File: src/rtl/mse_cfg.svh
// mission sequencer engine constants: offsets, fields, reset values, timing
// assumes inclusion by bare name from the design module
`ifndef MSE_CFG_SVH
`define MSE_CFG_SVH
// ----------------------------------------------------------------
// apb register offsets (byte addresses)
// ----------------------------------------------------------------
`define MSE_OFF_CTRL 12'h000
`define MSE_OFF_STATUS 12'h004
`define MSE_OFF_ERRMASK 12'h008
`define MSE_OFF_STEP 12'h00c
`define MSE_OFF_PROG_ADDR 12'h010
`define MSE_OFF_PROG_DATA 12'h014
`define MSE_OFF_SCRATCH 12'h018
// ----------------------------------------------------------------
// ctrl fields
// ----------------------------------------------------------------
`define MSE_CTRL_FIRST_BOOT 0
`define MSE_CTRL_SKIP_RELOAD 1
`define MSE_CTRL_PROG_UNLOCK 2
// ----------------------------------------------------------------
// sizes and reset values
// ----------------------------------------------------------------
`define MSE_PROG_DEPTH 64
`define MSE_PC_W 6
`define MSE_STEP_RST 16'h007d
`define MSE_ERRMASK_RST 8'h00
`define MSE_TIMER_MAX 6'h3f
`endif

File: src/rtl/mse_pkg.sv
// mission sequencer engine types
// assumes mse_cfg.svh defines constants
`default_nettype none
package mse_pkg;
   // instruction opcodes
   typedef enum logic [3:0] {
      op_masked_page_zero_write = 4'h0,
      op_immediate_register_write = 4'h1,
      op_masked_register_write = 4'h2,
      op_voltage_setpoint_write = 4'h3,
      op_regulator_mode_write = 4'h4,
      op_scratch_masked_write = 4'h5,
      op_scratch_load_from_address = 4'h6,
      op_wait = 4'h7,
      op_immediate_delay = 4'h8,
      op_scratch_delay = 4'h9,
      op_trigger_destination_set = 4'ha,
      op_trigger_enable_mask = 4'hb,
      op_end = 4'hc,
      op_page_zero_bit_write = 4'hd,
      op_page_zero_window_write = 4'he,
      op_scratch_immediate_load = 4'hf
   } mse_op_t;
   // one-hot sequencer states
   typedef enum logic [5:0] {
      st_idle = 6'h01,
      st_fetch = 6'h02,
      st_exec = 6'h04,
      st_delay = 6'h08,
      st_wait = 6'h10,
      st_rdwait = 6'h20
   } mse_state_t;
   // 32-bit instruction: op, sub, addr, data, mask; fills one program word
   // limitation: only the low address byte fits, upper map bits go out as zero
   // wait reuses mask: type in [7:6], timeout in [5:0]
   typedef struct packed {
      mse_op_t op;
      logic [3:0] sub;
      logic [7:0] addr;
      logic [7:0] data;
      logic [7:0] mask;
   } mse_instr_t;
   // register-map write / read request
   typedef struct packed {
      logic wr;
      logic rd;
      logic [9:0] addr;
      logic [7:0] wdata;
      logic [7:0] wmask;
   } mse_reg_req_t;
   // categorized error triggers
   typedef struct packed {
      logic severe;
      logic moderate;
      logic irq_only;
   } mse_err_t;
endpackage
`default_nettype wire

File: src/rtl/mse_top.sv
// mission sequencer engine: decodes stored instructions onto register map
// assumes apb master, register map that answers reads in fixed latency via map_rvalid
`include "mse_cfg.svh"
`default_nettype none
module mse_top (
   input wire logic pclk,
   input wire logic presetn,
   input wire logic psel,
   input wire logic penable,
   input wire logic pwrite,
   input wire logic [11:0] paddr,
   input wire logic [31:0] pwdata,
   output logic [31:0] prdata,
   output logic pready,
   output logic pslverr,
   input wire logic wake_from_standby,   // pulse: standby to init
   input wire logic wake_from_recovery,  // pulse: recovery to init
   input wire logic mission_reached,     // level: in a mission state
   input wire logic transition_req,      // pulse: new state decided
   input wire logic [`MSE_PC_W-1:0] transition_addr,
   input wire logic [7:0] err_src,       // raw error sources
   input wire logic [7:0] err_sev_class, // 1 = severe among unmasked
   input wire logic [15:0] cond_in,      // wait / trigger conditions
   input wire logic [3:0] buck_active_set, // 1 = second setpoint active
   output logic reload_conf,   // pulse: reset+reload preserved group
   output logic reload_other,  // pulse: reset+reload other registers
   output var mse_pkg::mse_reg_req_t map_req,
   input wire logic [7:0] map_rdata,
   input wire logic map_rvalid,
   output var mse_pkg::mse_err_t err_cat,
   output logic seq_busy
);
   // ----------------------------------------------------------------
   // state and storage
   // ----------------------------------------------------------------
   mse_pkg::mse_state_t state_ff, nxt_state;
   logic [31:0] prog_mem [0:`MSE_PROG_DEPTH-1]; // sequencer program
   logic [`MSE_PC_W-1:0] pc_ff;
   mse_pkg::mse_instr_t ir_ff;
   logic [7:0] sreg_ff [0:3];   // scratch registers
   logic first_boot_ff, skip_reload_ff, unlock_ff;
   logic [7:0] errmask_ff;
   logic [15:0] step_ff;        // one less than the clocks per delay step
   logic [15:0] prescale_ff;
   logic [5:0] tick_cnt_ff, limit_ff;
   logic [`MSE_PC_W-1:0] prog_addr_ff;
   logic [`MSE_PC_W-1:0] trig_dest_ff [0:3];
   logic [3:0] trig_en_ff;
   logic [1:0] cond_prev_ff;
   logic delayed_wr_ff;         // write pending after delay
   logic apb_wr, apb_rd;
   logic step_tick, timer_done;
   logic cond_now, cond_met;
   logic [3:0] trig_hit;
   // ----------------------------------------------------------------
   // apb slave: zero wait, unmapped reads zero with error
   // ----------------------------------------------------------------
   assign pready = 1'b1;
   assign apb_wr = psel && penable && pwrite;
   assign apb_rd = psel && penable && !pwrite;
   // configuration bits; preserved group reloads from defaults
   always_ff @(posedge pclk or negedge presetn) begin
      if (!presetn) begin
         first_boot_ff <= 1'b0;
         skip_reload_ff <= 1'b0;
         unlock_ff <= 1'b0;
         step_ff <= `MSE_STEP_RST;
         errmask_ff <= `MSE_ERRMASK_RST;
      end else if (wake_from_standby && !skip_reload_ff) begin
         // other registers always reload on a wake that is not skipped
         unlock_ff <= 1'b0;
         errmask_ff <= `MSE_ERRMASK_RST;
         // preserved group only until the first boot has completed
         if (!first_boot_ff) begin
            skip_reload_ff <= 1'b0;
            step_ff <= `MSE_STEP_RST;
         end
      end else if (wake_from_recovery) begin
         // skip bit ignored here
         unlock_ff <= 1'b0;
         errmask_ff <= `MSE_ERRMASK_RST;
         if (!first_boot_ff) begin
            step_ff <= `MSE_STEP_RST;
            skip_reload_ff <= 1'b0;
         end
      end else if (apb_wr) begin
         case (paddr)
            `MSE_OFF_CTRL: begin
               first_boot_ff <= pwdata[`MSE_CTRL_FIRST_BOOT];
               skip_reload_ff <= pwdata[`MSE_CTRL_SKIP_RELOAD];
               unlock_ff <= pwdata[`MSE_CTRL_PROG_UNLOCK];
            end
            `MSE_OFF_ERRMASK: errmask_ff <= pwdata[7:0];
            `MSE_OFF_STEP: step_ff <= pwdata[15:0];
            default: ;
         endcase
      end
   end
   // reload pulses toward the register map
   always_ff @(posedge pclk or negedge presetn) begin
      if (!presetn) begin
         reload_conf <= 1'b0;
         reload_other <= 1'b0;
      end else begin
         reload_conf <= (wake_from_standby && !skip_reload_ff && !first_boot_ff) ||
                        (wake_from_recovery && !first_boot_ff);
         reload_other <= (wake_from_standby && !skip_reload_ff) || wake_from_recovery;
      end
   end
   // program loading: only while unlocked and not in a mission state
   always_ff @(posedge pclk or negedge presetn) begin
      if (!presetn) begin
         prog_addr_ff <= '0;
      end else if (apb_wr && paddr == `MSE_OFF_PROG_ADDR) begin
         prog_addr_ff <= pwdata[`MSE_PC_W-1:0];
      end else if (apb_wr && paddr == `MSE_OFF_PROG_DATA && unlock_ff && !mission_reached) begin
         prog_addr_ff <= prog_addr_ff + 1'b1;
      end
   end
   always_ff @(posedge pclk) begin
      if (apb_wr && paddr == `MSE_OFF_PROG_DATA && unlock_ff && !mission_reached) begin
         prog_mem[prog_addr_ff] <= pwdata;
      end
   end
   // read mux
   always_ff @(posedge pclk or negedge presetn) begin
      if (!presetn) begin
         prdata <= '0;
         pslverr <= 1'b0;
      end else begin
         pslverr <= 1'b0;
         prdata <= '0;
         if (psel && !penable) begin
            case (paddr)
               `MSE_OFF_CTRL: prdata <= {29'h0, unlock_ff, skip_reload_ff, first_boot_ff};
               `MSE_OFF_STATUS: prdata <= {16'h0, 2'h0, pc_ff, 2'h0, state_ff};
               `MSE_OFF_ERRMASK: prdata <= {24'h0, errmask_ff};
               `MSE_OFF_STEP: prdata <= {16'h0, step_ff};
               `MSE_OFF_PROG_ADDR: prdata <= {26'h0, prog_addr_ff};
               `MSE_OFF_PROG_DATA: prdata <= prog_mem[prog_addr_ff];
               `MSE_OFF_SCRATCH: prdata <= {sreg_ff[3], sreg_ff[2], sreg_ff[1], sreg_ff[0]};
               default: pslverr <= !pwrite;
            endcase
            if (pwrite && paddr > `MSE_OFF_SCRATCH) begin
               pslverr <= 1'b1;
            end
         end
      end
   end
   // ----------------------------------------------------------------
   // error hierarchy: mask, drop irq-only, classify
   // ----------------------------------------------------------------
   always_ff @(posedge pclk or negedge presetn) begin
      if (!presetn) begin
         err_cat <= '0;
      end else begin
         err_cat.irq_only <= |(err_src & errmask_ff);
         err_cat.severe <= |(err_src & ~errmask_ff & err_sev_class);
         err_cat.moderate <= |(err_src & ~errmask_ff & ~err_sev_class);
      end
   end
   // triggers: 0 severe, 1 moderate, 2-3 condition inputs
   assign trig_hit = trig_en_ff & {cond_in[1:0], err_cat.moderate, err_cat.severe};
   // ----------------------------------------------------------------
   // delay step timer: counts 0..63 step units
   // ----------------------------------------------------------------
   assign step_tick = (prescale_ff >= step_ff);
   assign timer_done = (tick_cnt_ff >= limit_ff);
   always_ff @(posedge pclk or negedge presetn) begin
      if (!presetn) begin
         prescale_ff <= '0;
         tick_cnt_ff <= '0;
      end else if (state_ff == mse_pkg::st_exec) begin
         prescale_ff <= '0;
         tick_cnt_ff <= '0;
      end else if (step_tick) begin
         prescale_ff <= '0;
         if (tick_cnt_ff != `MSE_TIMER_MAX) begin
            tick_cnt_ff <= tick_cnt_ff + 1'b1;
         end
      end else begin
         prescale_ff <= prescale_ff + 1'b1;
      end
   end
   // wait condition: index in sub, type in mask[7:6] low/high/rise/fall
   assign cond_now = cond_in[ir_ff.sub];
   always_comb begin
      case (ir_ff.mask[7:6])
         2'h0: cond_met = !cond_now;
         2'h1: cond_met = cond_now;
         2'h2: cond_met = cond_now && !cond_prev_ff[0];
         default: cond_met = !cond_now && cond_prev_ff[0];
      endcase
   end
   always_ff @(posedge pclk or negedge presetn) begin
      if (!presetn) begin
         cond_prev_ff <= '0;
      end else begin
         cond_prev_ff <= {cond_prev_ff[0], cond_now};
      end
   end
   // ----------------------------------------------------------------
   // sequencer state machine
   // ----------------------------------------------------------------
   always_comb begin
      nxt_state = state_ff;
      case (state_ff)
         mse_pkg::st_idle: if (mission_reached && (transition_req || |trig_hit)) nxt_state = mse_pkg::st_fetch;
         mse_pkg::st_fetch: nxt_state = mse_pkg::st_exec;
         mse_pkg::st_exec: begin
            case (ir_ff.op)
               mse_pkg::op_end: nxt_state = mse_pkg::st_idle;
               mse_pkg::op_wait: nxt_state = mse_pkg::st_wait;
               mse_pkg::op_immediate_delay, mse_pkg::op_scratch_delay,
               mse_pkg::op_voltage_setpoint_write, mse_pkg::op_regulator_mode_write:
                  nxt_state = mse_pkg::st_delay;
               mse_pkg::op_scratch_load_from_address: nxt_state = mse_pkg::st_rdwait;
               default: nxt_state = mse_pkg::st_fetch;
            endcase
         end
         mse_pkg::st_delay: if (timer_done) nxt_state = mse_pkg::st_fetch;
         mse_pkg::st_wait: if (cond_met || timer_done) nxt_state = mse_pkg::st_fetch;
         mse_pkg::st_rdwait: if (map_rvalid) nxt_state = mse_pkg::st_fetch;
         default: nxt_state = mse_pkg::st_idle;
      endcase
      if (!mission_reached) nxt_state = mse_pkg::st_idle;
   end
   always_ff @(posedge pclk or negedge presetn) begin
      if (!presetn) state_ff <= mse_pkg::st_idle;
      else state_ff <= nxt_state;
   end
   assign seq_busy = (state_ff != mse_pkg::st_idle);
   // program counter and instruction fetch
   always_ff @(posedge pclk or negedge presetn) begin
      if (!presetn) begin
         pc_ff <= '0;
         ir_ff <= '0;
      end else if (state_ff == mse_pkg::st_idle) begin
         if (transition_req) pc_ff <= transition_addr;
         else if (trig_hit[0]) pc_ff <= trig_dest_ff[0];
         else if (trig_hit[1]) pc_ff <= trig_dest_ff[1];
         else if (trig_hit[2]) pc_ff <= trig_dest_ff[2];
         else if (trig_hit[3]) pc_ff <= trig_dest_ff[3];
      end else if (state_ff == mse_pkg::st_fetch) begin
         ir_ff <= prog_mem[pc_ff];
         pc_ff <= pc_ff + 1'b1;
      end
   end
   // delay limit, trigger setup, scratch loads
   always_ff @(posedge pclk or negedge presetn) begin
      if (!presetn) begin
         limit_ff <= '0;
         trig_en_ff <= '0;
         for (int i = 0; i < 4; i++) begin
            sreg_ff[i] <= '0;
            trig_dest_ff[i] <= '0;
         end
      end else if (state_ff == mse_pkg::st_exec) begin
         limit_ff <= ir_ff.mask[5:0];
         case (ir_ff.op)
            mse_pkg::op_scratch_delay: limit_ff <= sreg_ff[ir_ff.sub[1:0]][5:0];
            mse_pkg::op_trigger_destination_set: trig_dest_ff[ir_ff.sub[1:0]] <= ir_ff.addr[5:0];
            mse_pkg::op_trigger_enable_mask: trig_en_ff <= ir_ff.data[3:0];
            mse_pkg::op_scratch_immediate_load: sreg_ff[ir_ff.sub[1:0]] <= ir_ff.data;
            default: ;
         endcase
      end else if (state_ff == mse_pkg::st_rdwait && map_rvalid) begin
         sreg_ff[ir_ff.sub[1:0]] <= map_rdata;
      end
   end
   // register-map requests; wmask bit 1 = bit is written
   always_ff @(posedge pclk or negedge presetn) begin
      if (!presetn) begin
         map_req <= '0;
         delayed_wr_ff <= 1'b0;
      end else begin
         map_req.wr <= 1'b0;
         map_req.rd <= 1'b0;
         if (state_ff == mse_pkg::st_exec) begin
            map_req.addr <= {2'h0, ir_ff.addr};
            map_req.wdata <= ir_ff.data;
            map_req.wmask <= ~ir_ff.mask;
            case (ir_ff.op)
               mse_pkg::op_masked_page_zero_write: begin
                  map_req.wr <= 1'b1;
                  map_req.addr <= {2'h0, ir_ff.addr[7:0]};
               end
               mse_pkg::op_immediate_register_write: begin
                  map_req.wr <= 1'b1;
                  map_req.wmask <= 8'hff;
               end
               mse_pkg::op_masked_register_write: map_req.wr <= 1'b1;
               mse_pkg::op_voltage_setpoint_write: begin
                  // addr holds buck index*2; selector folds
                  map_req.addr <= {2'h0, ir_ff.addr[7:1], (ir_ff.sub[1] ?
                     (buck_active_set[ir_ff.sub[3:2]] ^ ir_ff.sub[0]) : ir_ff.sub[0])};
                  map_req.wmask <= 8'hff;
                  delayed_wr_ff <= 1'b1;
               end
               mse_pkg::op_regulator_mode_write: begin
                  map_req.wdata <= {4'h0, ir_ff.data[3:0]};
                  delayed_wr_ff <= 1'b1;
               end
               mse_pkg::op_scratch_masked_write: begin
                  map_req.wr <= 1'b1;
                  map_req.wdata <= sreg_ff[ir_ff.sub[1:0]];
               end
               mse_pkg::op_scratch_load_from_address: map_req.rd <= 1'b1;
               mse_pkg::op_page_zero_bit_write: begin
                  map_req.wr <= 1'b1;
                  map_req.addr <= {2'h0, ir_ff.addr[7:0]};
                  map_req.wdata <= {7'h0, ir_ff.data[0]} << ir_ff.sub[2:0];
                  map_req.wmask <= 8'h01 << ir_ff.sub[2:0];
               end
               mse_pkg::op_page_zero_window_write: begin
                  map_req.wr <= 1'b1;
                  map_req.addr <= {2'h0, ir_ff.addr[7:0]};
                  map_req.wdata <= ir_ff.data << ir_ff.sub[2:0];
                  // mask bits keep, as for the other masked writes
                  map_req.wmask <= (~ir_ff.mask) << ir_ff.sub[2:0];
               end
               default: ;
            endcase
         end else if (state_ff == mse_pkg::st_delay && timer_done && delayed_wr_ff) begin
            map_req.wr <= 1'b1; // write lands once delay elapsed
            delayed_wr_ff <= 1'b0;
         end
      end
   end
   // ----------------------------------------------------------------
   // assertions
   // ----------------------------------------------------------------
   a_end_stops_seq: assert property (@(posedge pclk) disable iff (!presetn)
      state_ff == mse_pkg::st_exec && ir_ff.op == mse_pkg::op_end |=> state_ff == mse_pkg::st_idle)
      else $error("end did not stop task");
   a_skip_no_reload: assert property (@(posedge pclk) disable iff (!presetn)
      wake_from_standby && skip_reload_ff && !wake_from_recovery |=> !reload_other && !reload_conf)
      else $error("reload despite skip bit");
   a_recovery_reload: assert property (@(posedge pclk) disable iff (!presetn)
      wake_from_recovery |=> reload_other)
      else $error("recovery did not reload");
   a_full_write_mask: assert property (@(posedge pclk) disable iff (!presetn)
      state_ff == mse_pkg::st_exec && ir_ff.op == mse_pkg::op_immediate_register_write
      |=> map_req.wr && map_req.wmask == 8'hff)
      else $error("full write not full");
   a_delay_no_write: assert property (@(posedge pclk) disable iff (!presetn)
      state_ff == mse_pkg::st_delay && !timer_done |=> !map_req.wr)
      else $error("write before delay");
   a_severe_masked: assert property (@(posedge pclk) disable iff (!presetn)
      (err_src & ~errmask_ff) == 8'h00 |=> !err_cat.severe && !err_cat.moderate)
      else $error("masked error escaped");
   a_lock_program: assert property (@(posedge pclk) disable iff (!presetn)
      mission_reached && apb_wr && paddr == `MSE_OFF_PROG_DATA |=> $stable(prog_addr_ff))
      else $error("program changed in mission");
   a_fetch_order: assert property (@(posedge pclk) disable iff (!presetn)
      state_ff == mse_pkg::st_fetch |=> pc_ff == $past(pc_ff) + 1'b1)
      else $error("pc not sequential");
endmodule
`default_nettype wire

File: config.mk
export PLATFORM = sky130hd
export DESIGN_NAME = mse_top
export DESIGN_NICKNAME = d
export VERILOG_FILES = /design/src/rtl/mse_pkg.sv /design/src/rtl/mse_top.sv
export VERILOG_INCLUDE_DIRS = /design/src /design/src/rtl
export SDC_FILE = /design/constraint.sdc
export NUM_CORES = 2
export LEC_CHECK = 0
export BUFFER_PORTS_ARGS = -buffer_cell sky130_fd_sc_hd__buf_2
export CAP_MARGIN = 20
export CORE_ASPECT_RATIO = 1.5
export CORE_MARGIN = 2
export CORE_UTILIZATION = 51
export DETAILED_ROUTE_END_ITERATION = 16
export PLACE_DENSITY_LB_ADDON = 0.05
export SYNTH_ARGS = -nofsm -noshare
export SYNTH_HDL_FRONTEND = slang
export SYNTH_SLANG_ARGS = --single-unit
File: constraint.sdc
create_clock -name pclk -period 4.3 [get_ports pclk]
set_input_delay 0.43 -clock pclk [delete_from_list [all_inputs] [get_ports pclk]]
set_output_delay 0.43 -clock pclk [all_outputs]
set_load 0.03 [all_outputs]
# --- After elaboration in Yosys (flattened, before gate mapping) ---
# Memory sizes are Yosys's and may differ from the RTL's. A register that Yosys moved wholly into a read port is not among the register bits.
# Index checks and enable logic that the tools add are counted.
word_totals:
  reg_bits: 199
  mem_bits_rw: 2048
  word_cells: 242
  memories: 1
mem_list:
  columns: ["memory", "words", "word_bits", "rd", "rd_ports_with_merged_regs", "write_ports", "line_no", "rtl"]
  rows:
  - ["prog_mem", 64, 32, 2, 1, 1, "mse_top.sv:37", "logic [31:0] prog_mem [0:`MSE_PROG_DEPTH-1];"]
classes:
  addsub: 4
  n_lt_le_gt_ge: 7
  eq_ne: 38
  shifts: 4
  muxes: 77
  bitwise: 13
  n_reduce_logical: 64
ops:
  columns: ["op", "n"]
  rows:
  - ["$pmux 32 s7", 1]
  - ["$mux 32", 4]
  - ["$mux 6", 19]
  - ["$mux 16", 7]
  - ["$bwmux 32", 2]
  - ["$mux 8", 7]
  - ["$eq 12x5->1 const B", 3]
  - ["$pmux 6 s6", 1]
  - ["$and 8x8->8", 4]
  - ["$eq 4x4->1 const B", 8]
  - ["$pmux 8 s4", 1]
  - ["$mux 27", 1]
  - ["$mux 1", 25]
  - ["$bwmux 24", 1]
  - ["$eq 12x4->1 const B", 2]
  - ["$not 8->8", 3]
  - ["$pmux 6 s4", 1]
  - ["$pmux 8 s3", 1]
  - ["$reduce_or 8->1", 3]
  - ["$reduce_and 2->1", 10]
  - ["$add 6x1->6 const B", 3]
  - ["$logic_and 1x1->1", 18]
  - ["$add 16x1->16 const B", 1]
  - ["$bmux 8 s2", 1]
  - ["48 further kinds", 80]

# --- Longest topological paths before layout ---
depth:
  ltp_word: 9
  depth_mapped: 12

# --- Least setup slack after synthesis ---
# OpenSTA, ideal clock, no wires.
synth_path:
  kind: "input to register"
  startpoint: "in paddr[8]"
  endpoint: "mem prog_mem[11][0], enable pin"
  t_arrival_ns: 3.468
  t_required_ns: 3.879
  path_slack_ns: 0.411
  path_stages: 8
  n_path_buf: 2
  cell_sequence: "nor4_1 nand4_1 nor2_1 and4_1 clkbuf_1 clkbuf_1 nand2_1 nor2_1"
synth_between:
  elab_chain_len: 6
synth_rtl:
  columns: ["item", "line_no", "rtl"]
  rows:
  - ["start: declaration", "mse_top.sv:11", "input wire logic [11:0] paddr,"]
  - ["$eq 12x5->1", null, null]
  - ["$logic_and 1x1->1 (no source line)", null, null]
  - ["$logic_and 1x1->1 (2 in a row)", "mse_top.sv:121", "if (apb_wr && paddr == `MSE_OFF_PROG_DATA && unlock_ff && !mission_reached) begin"]
  - ["$mux 1", "mse_top.sv:121", null]
  - ["$mux 1 (implied by the code)", "mse_top.sv:122", "prog_mem[prog_addr_ff] <= pwdata;"]
  - ["end: declaration", "mse_top.sv:37", null]
# No other way between the ends.

# --- Worst setup path in the final report ---
layout_path:
  startpoint: "reg prog_addr_ff[0]"
  endpoint: "reg prdata[5]"
layout_between:
  elab_chain_len: 3
layout_rtl:
  columns: ["item", "line_no", "rtl"]
  rows:
  - ["start: declaration", "mse_top.sv:46", "logic [`MSE_PC_W-1:0] prog_addr_ff;"]
  - ["start signal: assignment", "mse_top.sv:115", "prog_addr_ff <= pwdata[`MSE_PC_W-1:0];"]
  - ["start signal: assignment", "mse_top.sv:117", "prog_addr_ff <= prog_addr_ff + 1'b1;"]
  - ["$mem_v2 64x32", null, null]
  - ["$pmux 32 s7", "mse_top.sv:134", "case (paddr)"]
  - ["$mux 32", "mse_top.sv:133", "if (psel && !penable) begin"]
  - ["end signal: assignment", "mse_top.sv:135", "`MSE_OFF_CTRL: prdata <= {29'h0, unlock_ff, skip_reload_ff, first_boot_ff};"]
  - ["end signal: assignment", "mse_top.sv:136", "`MSE_OFF_STATUS: prdata <= {16'h0, 2'h0, pc_ff, 2'h0, state_ff};"]
  - ["end signal: assignment", "mse_top.sv:137", "`MSE_OFF_ERRMASK: prdata <= {24'h0, errmask_ff};"]
  - ["end: declaration", "mse_top.sv:13", "output logic [31:0] prdata,"]
# No other way between the ends.
# A chain may end at the register's enable or synchronous reset.

==> flow_summary.yaml <==
yosys:
  synth.lib_cells_used.distinct: 71
  synth-async-reset-ratio_pct: 10.1
  yosys-top-cells-count: "sky130_fd_sc_hd__edfxtp_1, sky130_fd_sc_hd__mux4_2, sky130_fd_sc_hd__mux2i_1"
  yosys.cell_count.top_type: "sky130_fd_sc_hd__edfxtp_1"
  synth_ff_type: "sky130_fd_sc_hd__edfxtp_1"
  seq_area_frac_synth_pct: 63.7
  gate_count_post_synth: 6187
  synth-seq-cells: 2279
  syn_avg_cell_area_um2: 17.1
  yosysTopAreaCell: "sky130_fd_sc_hd__edfxtp_1"
  yosysWarnings: 0
  synth.area.top_cells: "sky130_fd_sc_hd__edfxtp_1, sky130_fd_sc_hd__mux4_2, sky130_fd_sc_hd__dfrtp_1"
  number_of_enable_flip_flop_cells_after_synthesis: 2048
  synth_top_area_share_pct: 58.2
  syn_area_mm2: 0.106
layout:
  final_cell_count_no_fill: 9494
  nFillCells: 15508
  post_route_cells_drive_above_1_share_pct: 31.0
  flow.area_growth_from_synthesis_pct: 14.8
  final_core_utilization_pct: 58.9
  nets: 6742
route:
  vias_per_cell: 7.73
  ant_nets: 0
  wl_um: 450000
  drt_first_iter_violations: 12535
  vias: 73416
  drtPass1Iterations: 14
  route.detailed.drc: 0
  post_drt_wl_per_cell_um: 47.4
floorplan:
  die-area_mm2: 0.211
  chipWidth_um: 376
  rows: 204
  floorplan.core_area_mm2: 0.206
  starting_density_of_the_core_pct: 51.3
  die_h_um: 561
  num_io_pins: 172
timing:
  finalHoldViolCount: 6
  final_worst_path_setup_slack_ns: -0.0167
  finalMaxSlewViolations: 0
  max_slew.worst_pin.slew_ns: 1.26
  fmax_mhz: 232
  period_needed_ns: 4.32
  finalClockSkew_ns: 0.0664
  timing.final.crit_share_pct: 100
  grt_setup_unrepaired: "no"
  timing.max_slew.rel_slack_pct: 14.0
  whs_ns: -0.00767
  timing.final.setup_violations: 1
setup_path:
  cp-startpoint: "prog_addr_ff[0]$_DFFE_PN0P_"
  r2r.worst_path.cells: 10
  setup.worst_path.class: "reg -> reg"
  timing.critical_path.depth: 10
  crit_path_end_kind: "flop"
  timing.critical_path.buf_inv: 4
  worstSetupEndpoint: "prdata[5]$_DFF_PN0_"
  setup.reg_to_reg.worst_slack_ns: -0.02
  timing.critical_path.max_delay_family: "compound AO/OA/AOI/OAI gates"
  timing.critical_path.cells: "buf_12 > nor2b_4 > buf_12 > buf_4 > a22o_1 > a222oi_1 > o21ai_0 > a2111oi_0 > buf_4 > o22ai_1"
  arrival_time_of_data_at_the_critical_path_endpoint_ns: 5.03
  kind_of_start_point_of_the_critical_path: "flop"
  cp_slowest_cell: "sky130_fd_sc_hd__a2111oi_0"
  timing.critical_path.slowest_cell_delay_ns: 0.99
  crit-reg2reg-capture: "prdata[5]$_DFF_PN0_"
  r2r_start: "prog_addr_ff[0]$_DFFE_PN0P_"
  crit_required_ns: 5.01
  critical_path_peak_fanout: 29
clocking:
  ctsRootBufferMaster: "sky130_fd_sc_hd__clkbuf_16"
  clk_transition_reported_paths_ns: 0.07
  cts_tree: "yes"
  clk_latency_ns: 0.92
  tritoncts_num_sinks: 2279
  max-clock-path-buffers: 4
  cts_resized: 0
  clock_tree.htree_level_count: 4
  cts_inserted_buffers: 222
place:
  placed_cells_incl_taps: 9021
  io_buffers: 168
  finalWeightedCongestion: 0.978
  detailed_place_hpwl_um: 291000
  dpl_worst_slack_ns: 0.0669
power_and_ir_drop:
  pleak_nw: 40.9
  total_power_mw: 60.2
  max-vdd-ir-drop_mv: 0.344
  pwr_dens_mw_per_mm2: 497
global_routing:
  grt_antenna_before_repair: 45
  grt_util_all_layers_pct: 42.4
  grt_overflow_total: 0
  grt_pass1_wl_um: 604000
  grt_pass1_vias: 71547
  grt_start_max_net_pins: 133
run_status:
  failed_checks: "negative hold slack, negative setup slack"
  run_status: "finished, violations left"
run:
  drv_cap: 0
worst_hold_path:
  min-delay-path-class: "in -> reg"
cells by family after synthesis:
family          share of synthesized area [%]
compound gates                           8.28
xor+xnor                                0.166
fa+ha+maj                               0.308
buf+inv                                  2.12
flops                                    63.7
mux                                      22.1
other cells                           0.00711
simple gates                             3.31
worst min path at each step:
stage,start,to,slack (ns),cells after the start
CTS,wake_from_standby,skip_reload_ff$_DFFE_PN0P_,0.0006,4
detailed placement,map_req[19]$_DFFE_PN0P_,map_req[19]$_DFFE_PN0P_,0.46,2
global route,pwdata[22],prog_mem[42][22]$_DFFE_PP_,0.001,1
finish,pwdata[22],prog_mem[42][22]$_DFFE_PP_,-0.008,1
floorplan,presetn,cond_prev_ff[0]$_DFF_PN0_,0.13,0
global placement,map_req[14]$_DFFE_PN0P_,map_req[14]$_DFFE_PN0P_,0.46,2
worst register-to-register path: stages, from the launching register on:
cell	delay, ns
sky130_fd_sc_hd__dfrtp_4	0.87
sky130_fd_sc_hd__buf_12	0.35
sky130_fd_sc_hd__nor2b_4	0.14
sky130_fd_sc_hd__buf_12	0.21
sky130_fd_sc_hd__buf_4	0.28
sky130_fd_sc_hd__a22o_1	0.26
sky130_fd_sc_hd__a222oi_1	0.53
sky130_fd_sc_hd__o21ai_0	0.20
sky130_fd_sc_hd__a2111oi_0	0.99
sky130_fd_sc_hd__buf_4	0.25
sky130_fd_sc_hd__o22ai_1	0.07
flip-flops by register name (all words and copies together) (netlist names), 8 cells and up:
name	flops
prdata	32
prescale_ff	16
errmask_ff	8
prog_mem	2048
ir_ff	32
sreg_ff	32
map_req	26
trig_dest_ff	24
step_ff	16
where the power goes:
group / switching (mW) / internal (mW)
sequential: 1.19 / 24.4
clock: 8.72 / 11.3
combinational: 7.82 / 6.79
total: 17.7 / 42.5
cell type report:
class | instances | area [um2] | share of cell area [%]
clock inverters | 124 | 1220 | 1.01
clock buffers | 279 | 5990 | 4.94
repair buffers | 710 | 6360 | 5.24
diodes | 25 | 62.6 | 0.0516
flip-flops and latches | 2279 | 67300 | 55.5
multi-input cells | 3361 | 36800 | 30.4
well taps | 2678 | 3350 | 2.76
inverters | 38 | 155 | 0.128
timing repair:
action,4_1_cts,5_1_grt
buffers inserted,0,0
hold buffers,27,7
hold endpoints to repair,135,55
through the flow:
step / hold WS (ns) / area (um2) / TNS, ns
finish: -0.00767 / 121000 / -0.0167
detailed placement: 0.458 / 113000 / 0
floorplan: 0.134 / 106000 / 0
global route: 0.00102 / 121000 / 0
CTS: 0.000627 / 121000 / 0
global placement: 0.458 / 113000 / -0.883
per-layer routing:
layer,part of all wire (%),GRT usage [%],up-vias
met3,13,12.9,1840
met4,9.5,32.5,34
li1,-,-,26950
met2,45,64.5,6494
met5,0.056,0.0455,-
met1,32,50.7,38098
cell usage in the layout, fill, tap and decap left out, types with 108 or more instances in the layout:
master	Yosys	routed
sky130_fd_sc_hd__edfxtp_1	2048	2048
sky130_fd_sc_hd__mux4_2	796	796
sky130_fd_sc_hd__buf_4	5	397
sky130_fd_sc_hd__mux2i_1	343	343
sky130_fd_sc_hd__nor2_1	329	256
sky130_fd_sc_hd__a221oi_1	251	251
sky130_fd_sc_hd__nand2_1	243	240
sky130_fd_sc_hd__clkbuf_16	0	227
sky130_fd_sc_hd__dfrtp_1	224	215
sky130_fd_sc_hd__o21ai_0	195	194
sky130_fd_sc_hd__a21oi_1	176	176
sky130_fd_sc_hd__buf_2	126	168
sky130_fd_sc_hd__mux2_2	166	166
sky130_fd_sc_hd__a22oi_1	141	141
sky130_fd_sc_hd__o22ai_1	141	141
sky130_fd_sc_hd__buf_12	0	108
(Power assumes the default switching activity.)
